==> config.mk <==
export PLATFORM = sky130hd
export DESIGN_NAME = csi_top
export DESIGN_NICKNAME = d
export VERILOG_FILES = /design/src/rtl/csi_top.v
export VERILOG_INCLUDE_DIRS = /design/src /design/src/rtl
export SDC_FILE = /design/constraint.sdc
export NUM_CORES = 1
export LEC_CHECK = 0
export ABC_AREA = 1
export BUFFER_PORTS_ARGS = -buffer_cell sky130_fd_sc_hd__buf_2
export CAP_MARGIN = 10
export CORE_ASPECT_RATIO = 0.9
export CORE_MARGIN = 2
export CORE_UTILIZATION = 55
export DETAILED_ROUTE_END_ITERATION = 8
export PLACE_DENSITY = 0.85
export SYNTH_ARGS = -nofsm -noshare
export SYNTH_HDL_FRONTEND = slang
export SYNTH_SLANG_ARGS = --single-unit
export TNS_END_PERCENT = 5
==> constraint.sdc <==
create_clock -name i_clk -period 3.93 [get_ports i_clk]
set_clock_uncertainty 0.1 [all_clocks]
set_input_delay 0.393 -clock i_clk [delete_from_list [all_inputs] [get_ports i_clk]]
set_output_delay 0.393 -clock i_clk [all_outputs]
set_load 0.05 [all_outputs]
==> src/rtl/csi_map.vh <==
// register map, field positions, reset values and timing of the indicator
`ifndef CSI_MAP_VH
`define CSI_MAP_VH
`define CSI_ADDR_W        5
`define CSI_REG_CTRL      5'h00
`define CSI_REG_CFG       5'h01
`define CSI_REG_MON       5'h11
`define CSI_REG_WDOG      5'h13
`define CSI_REG_IRQ_STS   5'h14
`define CSI_REG_IRQ_MSK   5'h15
`define CSI_CTRL_RESTART  7
`define CSI_CTRL_IND_EN   6
`define CSI_CFG_THR_HI    5
`define CSI_CFG_THR_LO    4
`define CSI_MON_GOOD      5
`define CSI_MON_ABSENT    3
`define CSI_WDOG_DIS      1
`define CSI_THR_RST       2'h3
`define CSI_WDOG_DIS_RST  1'h1
`define CSI_FAULT_WDOG    3'h6
`define CSI_IRQ_FAULT     0
`define CSI_IRQ_GOOD      1
`define CSI_IRQ_WDOG      2
// battery code: 5 mV per lsb
`define CSI_VBAT_3V0      10'h258
`define CSI_VBAT_THR0     10'h2a8
`define CSI_VBAT_THR1     10'h2bc
`define CSI_VBAT_THR2     10'h2d0
`define CSI_VBAT_THR3     10'h2e4
`define CSI_CLK_MHZ       100
`define CSI_PULSE_NS      128000
`define CSI_PULSE_CYC     (`CSI_PULSE_NS * `CSI_CLK_MHZ / 1000)
`define CSI_WDOG_S        32
`define CSI_WDOG_CYC      (`CSI_WDOG_S * `CSI_CLK_MHZ * 32'h000f4240)
`endif

==> src/rtl/csi_top.v <==
// battery-good and open-drain indicator logic of the charger
`include "csi_map.vh"

module csi_top #(
  parameter PULSE_CYC = `CSI_PULSE_CYC,
  parameter WDOG_CYC  = `CSI_WDOG_CYC
) (
  // clock and reset
  input  wire        i_clk,
  input  wire        i_nrst,
  // register port
  input  wire [4:0]  i_addr,
  input  wire [7:0]  i_wdata,
  input  wire        i_wr,
  input  wire        i_rd,
  output reg  [7:0]  o_rdata,
  // charger core, same clock
  input  wire        i_chg_active,
  input  wire        i_vbat_min_ok,
  input  wire [9:0]  i_vbat_code,
  input  wire        i_fault,
  input  wire [2:0]  i_fault_code,
  // battery presence sense pin
  input  wire        i_batt_absent,
  // pins
  output reg         o_battery_good_n,
  output reg         o_ind_o,
  output reg         o_ind_oe_n,
  output reg         o_charge_enable_n,
  output reg         o_irq
);

  //////////////////////////////////////////////////////////////////////////
  localparam ST_OFF  = 3'b001;
  localparam ST_PRE  = 3'b010;
  localparam ST_FAST = 3'b100;

  function [9:0] thr_code;
    input [1:0] sel;
    begin
      case (sel)
        2'h0:    thr_code = `CSI_VBAT_THR0;
        2'h1:    thr_code = `CSI_VBAT_THR1;
        2'h2:    thr_code = `CSI_VBAT_THR2;
        default: thr_code = `CSI_VBAT_THR3;
      endcase
    end
  endfunction

  //////////////////////////////////////////////////////////////////////////
  reg  [2:0]  state_reg;
  reg  [2:0]  state_next;
  reg         absent_s1_reg;
  reg         absent_s2_reg;
  reg  [1:0]  thr_sel_reg;
  reg         ind_en_reg;
  reg         wdog_dis_reg;
  reg         force_reg;
  reg         ce_n_reg;
  reg  [2:0]  fault_reg;
  reg         above_reg;
  reg  [31:0] wdog_cnt_reg;
  reg         wdog_exp_reg;
  reg  [15:0] pulse_cnt_reg;
  reg  [2:0]  irq_sts_reg;
  reg  [2:0]  irq_msk_reg;
  reg         good_n_next;
  reg  [7:0]  rdata_next;

  wire wr_ctrl  = i_wr && (i_addr == `CSI_REG_CTRL);
  wire wr_cfg   = i_wr && (i_addr == `CSI_REG_CFG);
  wire wr_mon   = i_wr && (i_addr == `CSI_REG_MON);
  wire wr_wdog  = i_wr && (i_addr == `CSI_REG_WDOG);
  wire wr_sts   = i_wr && (i_addr == `CSI_REG_IRQ_STS);
  wire wr_msk   = i_wr && (i_addr == `CSI_REG_IRQ_MSK);
  wire restart  = wr_ctrl && i_wdata[`CSI_CTRL_RESTART];
  wire wdog_clr = restart || (wr_wdog && i_wdata[`CSI_WDOG_DIS]);
  wire charging = (state_reg != ST_OFF);
  wire wdog_hit = !wdog_dis_reg && charging && !wdog_exp_reg &&
                  (wdog_cnt_reg == WDOG_CYC - 1);
  wire good_chg = (good_n_next != o_battery_good_n);
  wire pulse_rq = i_fault || good_chg || wdog_hit;

  //////////////////////////////////////////////////////////////////////////
  // battery presence pin synchroniser
  always @(posedge i_clk or negedge i_nrst) begin
    if (!i_nrst) begin
      absent_s1_reg <= 1'b0;
      absent_s2_reg <= 1'b0;
    end else begin
      absent_s1_reg <= i_batt_absent;
      absent_s2_reg <= absent_s1_reg;
    end
  end

  //////////////////////////////////////////////////////////////////////////
  // charge state
  always @* begin
    state_next = state_reg;
    case (state_reg)
      ST_OFF:
        if (i_chg_active && !wdog_exp_reg)
          state_next = ST_PRE;
      ST_PRE:
        if (!i_chg_active || wdog_hit)
          state_next = ST_OFF;
        else if (i_vbat_min_ok)
          state_next = ST_FAST;
      ST_FAST:
        if (!i_chg_active || wdog_hit)
          state_next = ST_OFF;
        else if (i_vbat_code < `CSI_VBAT_3V0)
          state_next = ST_PRE;
      default:
        state_next = ST_OFF;
    endcase
  end

  always @(posedge i_clk or negedge i_nrst) begin
    if (!i_nrst) begin
      state_reg <= ST_OFF;
    end else begin
      state_reg <= state_next;
    end
  end

  // threshold crossing latched for the length of one fast charge
  always @(posedge i_clk or negedge i_nrst) begin
    if (!i_nrst) begin
      above_reg <= 1'b0;
    end else if (state_reg != ST_FAST) begin
      above_reg <= 1'b0;
    end else if (i_vbat_code >= thr_code(thr_sel_reg)) begin
      above_reg <= 1'b1;
    end
  end

  //////////////////////////////////////////////////////////////////////////
  // battery-good pin, also the status bit mirror
  always @* begin
    good_n_next = 1'b1;
    if (state_reg == ST_FAST && above_reg)
      good_n_next = 1'b0;
    if (wdog_exp_reg || force_reg)
      good_n_next = 1'b1;
  end

  always @(posedge i_clk or negedge i_nrst) begin
    if (!i_nrst) begin
      o_battery_good_n <= 1'b1;
    end else begin
      o_battery_good_n <= good_n_next;
    end
  end

  //////////////////////////////////////////////////////////////////////////
  // host watchdog: pauses outside charging, restarts on each restart write
  // expiry holds until a restart or disable write; expiry wins a tie
  always @(posedge i_clk or negedge i_nrst) begin
    if (!i_nrst) begin
      wdog_cnt_reg <= 32'h0;
      wdog_exp_reg <= 1'b0;
    end else if (wdog_hit) begin
      wdog_cnt_reg <= 32'h0;
      wdog_exp_reg <= 1'b1;
    end else if (wdog_clr) begin
      wdog_cnt_reg <= 32'h0;
      wdog_exp_reg <= 1'b0;
    end else if (wdog_dis_reg) begin
      wdog_cnt_reg <= 32'h0;
    end else if (charging && !wdog_exp_reg) begin
      wdog_cnt_reg <= wdog_cnt_reg + 32'h1;
    end
  end

  //////////////////////////////////////////////////////////////////////////
  // control registers; watchdog expiry returns them to defaults
  always @(posedge i_clk or negedge i_nrst) begin
    if (!i_nrst) begin
      thr_sel_reg  <= `CSI_THR_RST;
      ind_en_reg   <= 1'b0;
      wdog_dis_reg <= `CSI_WDOG_DIS_RST;
      force_reg    <= 1'b0;
      ce_n_reg     <= 1'b1;
    end else if (wdog_hit) begin
      thr_sel_reg  <= `CSI_THR_RST;
      ind_en_reg   <= 1'b0;
      wdog_dis_reg <= `CSI_WDOG_DIS_RST;
      force_reg    <= 1'b0;
      ce_n_reg     <= 1'b1;
    end else begin
      if (wr_ctrl)
        ind_en_reg <= i_wdata[`CSI_CTRL_IND_EN];
      if (wr_cfg) begin
        thr_sel_reg <= i_wdata[`CSI_CFG_THR_HI:`CSI_CFG_THR_LO];
        ce_n_reg    <= i_wdata[2];
      end
      if (wr_mon)
        force_reg <= i_wdata[`CSI_MON_GOOD];
      if (wr_wdog)
        wdog_dis_reg <= i_wdata[`CSI_WDOG_DIS];
    end
  end

  always @(posedge i_clk or negedge i_nrst) begin
    if (!i_nrst) begin
      o_charge_enable_n <= 1'b1;
    end else begin
      o_charge_enable_n <= ce_n_reg;
    end
  end

  // fault type from the core in any charge state, watchdog expiry reported as its own code
  always @(posedge i_clk or negedge i_nrst) begin
    if (!i_nrst) begin
      fault_reg <= 3'h0;
    end else if (wdog_hit) begin
      fault_reg <= `CSI_FAULT_WDOG;
    end else if (i_fault) begin
      fault_reg <= i_fault_code;
    end else if (restart) begin
      fault_reg <= 3'h0;
    end
  end

  //////////////////////////////////////////////////////////////////////////
  // indicator pulse timer
  always @(posedge i_clk or negedge i_nrst) begin
    if (!i_nrst) begin
      pulse_cnt_reg <= 16'h0;
    end else if (pulse_rq) begin
      pulse_cnt_reg <= PULSE_CYC[15:0];
    end else if (pulse_cnt_reg != 16'h0) begin
      pulse_cnt_reg <= pulse_cnt_reg - 16'h1;
    end
  end

  // open drain: output low, enable low while pulling the pin
  always @(posedge i_clk or negedge i_nrst) begin
    if (!i_nrst) begin
      o_ind_o    <= 1'b0;
      o_ind_oe_n <= 1'b1;
    end else begin
      o_ind_o    <= 1'b0;
      o_ind_oe_n <= !(pulse_rq || (pulse_cnt_reg > 16'h1) ||
                      (ind_en_reg && charging));
    end
  end

  //////////////////////////////////////////////////////////////////////////
  // interrupt status, set wins over write-one-to-clear
  wire [2:0] irq_set = {wdog_hit, good_chg, i_fault};

  genvar gi;
  generate
    for (gi = 0; gi < 3; gi = gi + 1) begin : g_sts
      always @(posedge i_clk or negedge i_nrst) begin
        if (!i_nrst) begin
          irq_sts_reg[gi] <= 1'b0;
        end else if (irq_set[gi]) begin
          irq_sts_reg[gi] <= 1'b1;
        end else if (wr_sts && i_wdata[gi]) begin
          irq_sts_reg[gi] <= 1'b0;
        end
      end
    end
  endgenerate

  always @(posedge i_clk or negedge i_nrst) begin
    if (!i_nrst) begin
      irq_msk_reg <= 3'h0;
      o_irq       <= 1'b0;
    end else begin
      if (wr_msk)
        irq_msk_reg <= i_wdata[2:0];
      o_irq <= |(irq_sts_reg & irq_msk_reg);
    end
  end

  //////////////////////////////////////////////////////////////////////////
  // read data, unmapped addresses read zero
  always @* begin
    rdata_next = 8'h00;
    case (i_addr)
      `CSI_REG_CTRL:
        rdata_next = {1'b0, ind_en_reg, 3'h0, fault_reg};
      `CSI_REG_CFG:
        rdata_next = {2'h0, thr_sel_reg, 1'b0, ce_n_reg, 2'h0};
      `CSI_REG_MON:
        rdata_next = {2'h0, o_battery_good_n, 1'b0,
                      absent_s2_reg, 3'h0};
      `CSI_REG_WDOG:
        rdata_next = {6'h0, wdog_dis_reg, 1'b0};
      `CSI_REG_IRQ_STS:
        rdata_next = {5'h0, irq_sts_reg};
      `CSI_REG_IRQ_MSK:
        rdata_next = {5'h0, irq_msk_reg};
      default:
        rdata_next = 8'h00;
    endcase
  end

  always @(posedge i_clk or negedge i_nrst) begin
    if (!i_nrst) begin
      o_rdata <= 8'h00;
    end else if (i_rd) begin
      o_rdata <= rdata_next;
    end else begin
      o_rdata <= 8'h00;
    end
  end

endmodule // csi_top

==> results.py <==
metrics = {
    "run_status": {
        "status": "finished, final reports clean",
    },
    "grt": {
        "grt_overflow": 0,
        "largest_net_degree_at_the_start_of_global_routing": 82,
        "antenna_violations_before_repair": 0,
        "first_global_vias": 4630,
        "grt_pass1_wl_microns": 21000,
        "grt_usage_pct": 26.1,
    },
    "power_and_ir_drop": {
        "switching_share_pct": 36.9,
        "power.share.combinational_pct": 24.5,
        "p_leak_uw": 0.00260,
        "seq_power_share_pct": 47.5,
        "power.clock.fraction_pct": 28.0,
        "vdd.ir_drop.worst_uv": 166,
        "power.density_mw_per_mm2": 374,
        "cell_int_power_uw": 1320,
        "p_switching_uw": 768,
    },
    "placement": {
        "pre_cts_ws_ns": 1.56,
        "buffer_ports.inserted": 43,
        "place.detailed.hpwl_microns": 8870,
        "gp_congestion": 0.945,
    },
    "worst_setup_path": {
        "r2r_start": "wdog_cnt_reg[0]",
        "startpoint": "wdog_cnt_reg[0]",
        "capture_point_of_the_worst_reg_to_reg_path": "pulse_cnt_reg[1]",
        "worst_ep_arrival_time_ns": 2.56,
        "reg2regPathDepth": 10,
        "critical_path_required_ns": 4.08,
        "crit_type": "reg -> reg",
        "timing.critical_path.from_type": "register",
        "critPathCaptureType": "register",
        "critical_path_peak_fanout": 13,
        "reg2reg_slack_ns": 1.52,
    },
    "cells_and_area": {
        "area.growth.synth_to_final_pct": 9.51,
        "final_cell_mix": "nand2_1, nor2_1, inv_1",
        "postLayoutCoreUtil_pct": 61.6,
        "diodes": 0,
        "layout.filler_cells": 810,
        "largest_reg_flops": 32,
        "layout.nets": 793,
        "final_layout_size_suffix_gt1_share_pct": 14.4,
        "mostFrequentLayoutCell": "nand2_1",
    },
    "hold_path": {
        "timing.hold.worst_endpoint": "absent_s1_reg",
        "min_path_type": "in -> reg",
        "min-delay-start": "i_batt_absent",
        "hold_path_depth": 1,
    },
    "synthesis": {
        "yosysUniqueCellTypes": 40,
        "syn-instance-count": 702,
        "syn-cell-area_sq_mm": 0.00509,
        "yosys_warns": 0,
        "synth-async-reset-ratio_pct": 100,
        "ys_seq_elements": 81,
        "syn_area_per_cell_sq_um": 7.25,
        "ys_seq_area_share_pct": 40.0,
        "synth_edf_count": 0,
        "ys.flop_type": "dfrtp_1",
    },
    "timing": {
        "setup_viol": 0,
        "post-route-period-util_pct": 61.4,
        "hold_violations": 0,
        "final_max_slew_viol_count": 0,
        "rsz0062_at_grt": "false",
        "setup-tns-final_ns": 0,
        "fmaxAchievable_mhz": 414,
        "slew_headroom_pct": 33.0,
        "max_slew.worst_pin.slew_ns": 1.01,
        "postLayoutSetupSlackWorst_ns": 1.52,
        "layout_min_cycle_time_ns": 2.41,
    },
    "clock_tree": {
        "cts.reportedPaths.clkPinSlew_ns": 0.09,
        "cts.repair.resized": 0,
        "tritoncts": "built",
        "postCtsSetupBuffers": 0,
        "numClockSinks": 81,
        "root_buffer": "clkbuf_8",
        "cts_made_buffers": 9,
        "clk-insertion-delay-late_ns": 0.36,
        "h-tree-depth": 3,
        "cts-root-to-sink-buffers": 2,
        "number_of_hold_buffers_added_after_cts": 0,
    },
    "route": {
        "routed_wl_microns": 12100,
        "dr.first_iter.drc_count": 288,
        "vias": 4782,
        "avgViaCountPerCell": 5.48,
        "drt_pass1_iterations": 5,
        "final_antenna_net_count": 0,
        "drc": 0,
        "drt-wirelength-per-cell_microns": 13.8,
    },
    "floorplanning": {
        "core.rowCount": 33,
        "core_area_sq_mm": 0.00904,
        "design.die.area_sq_mm": 0.0100,
        "die_height_microns": 95.3,
        "die_w_microns": 105,
        "start_util_pct": 56.3,
        "boundaryPins": 47,
    },
    "flow_run": {
        "timing.max_cap.violations": 0,
    },
}
synthesized netlist by cell type (2+ instances only):
library cell  number  area [sq um]
nand2_1          187           702
nor2_1           109           409
inv_1             84           315
dfrtp_1           73          1830
nand3_1           65           325
o21ai_0           25           125
a21oi_1           22           110
nor3_1            17          85.1
nand4_1           16           100
ha_1              13           163
xor2_1            10          87.6
dfstp_2            8           210
nor2_4             8          90.1
nand3_2            6          60.1
a211oi_2           5          62.6
buf_2              5          25.0
buf_4              4          30.0
inv_2              4          15.0
nand2_2            4          25.0
nor2_2             4          25.0
nand3b_1           3          22.5
nor4_1             3          18.8
o211ai_1           3          22.5
buf_6              2          22.5
inv_4              2          12.5
nand2_4            2          22.5
nand3_4            2          35.0
o21a_1             2          15.0
o21bai_1           2          15.0
o31ai_1            2          15.0
power by group through the flow:
stage	combinational [uW]	sequential, uW	clock [uW]
6_report	512	990	583
5_1_grt	575	1000	633
4_1_cts	510	988	598
3_5_place_dp	507	1000	0
3_3_place_gp	477	999	0
2_1_floorplan	367	1010	0
worst max path at each step:
stage | endpoint | slack, ns | cells past startpoint
2_1_floorplan | above_reg | 2.00 | 11
3_3_place_gp | pulse_cnt_reg[1] | 1.58 | 10
3_5_place_dp | pulse_cnt_reg[1] | 1.56 | 10
4_1_cts | pulse_cnt_reg[1] | 1.52 | 10
5_1_grt | pulse_cnt_reg[1] | 1.32 | 10
6_report | pulse_cnt_reg[1] | 1.52 | 10
logic make-up (layout without fill, tap and decap cells):
kind of cell,count (synthesis),in the layout,share of synthesized area [%]
AOI/OAI and AO/OA,66,66,7.92
other,1,2,0.0737
buffers and inverters,102,150,8.36
xor gates and xnor gates,10,10,1.72
DFF,81,81,40.0
adders and majority gates,13,13,3.20
and+or+nand+nor,429,429,38.7
metal layers:
metal / part of all wire [%] / vias up / GRT usage, %
met5: 0 / - / 0
met4: 2.3 / 0 / 10.1
met3: 6.9 / 28 / 4.78
met2: 48 / 183 / 43.9
met1: 43 / 2222 / 33.9
li1: - / 2349 / -
worst max-delay path: stages (launching register included):
cell and delay [ns]:
dfrtp_1 0.47, ha_1 0.24, nand3_1 0.15, inv_1 0.12
nand2_2 0.07, nor2_1 0.13, nand3_2 0.31, nand2_2 0.40
inv_2 0.13, nand3_1 0.09, o31ai_1 0.07
area by class of cell:
type	instances	area, sq um	area share (%)
multi-input cells	520	2630	47.2
flip-flops and latches	81	2040	36.5
inverters	91	348	6.24
repair buffers	43	218	3.91
well taps	122	153	2.74
clock buffers	10	138	2.47
clock inverters	6	50.0	0.898
per-stage QoR:
stage | cells | cell area (sq um) | hold WS [ns] | power [uW]
2_1_floorplan | 703 | 5090 | -0.00259 | 1370
3_3_place_gp | 857 | 5390 | 0.234 | 1480
3_5_place_dp | 857 | 5390 | 0.242 | 1510
4_1_cts | 873 | 5570 | 0.0180 | 2100
5_1_grt | 873 | 5570 | 0.0122 | 2210
6_report | 873 | 5570 | 0.0271 | 2090
(Power assumes the default switching activity.)
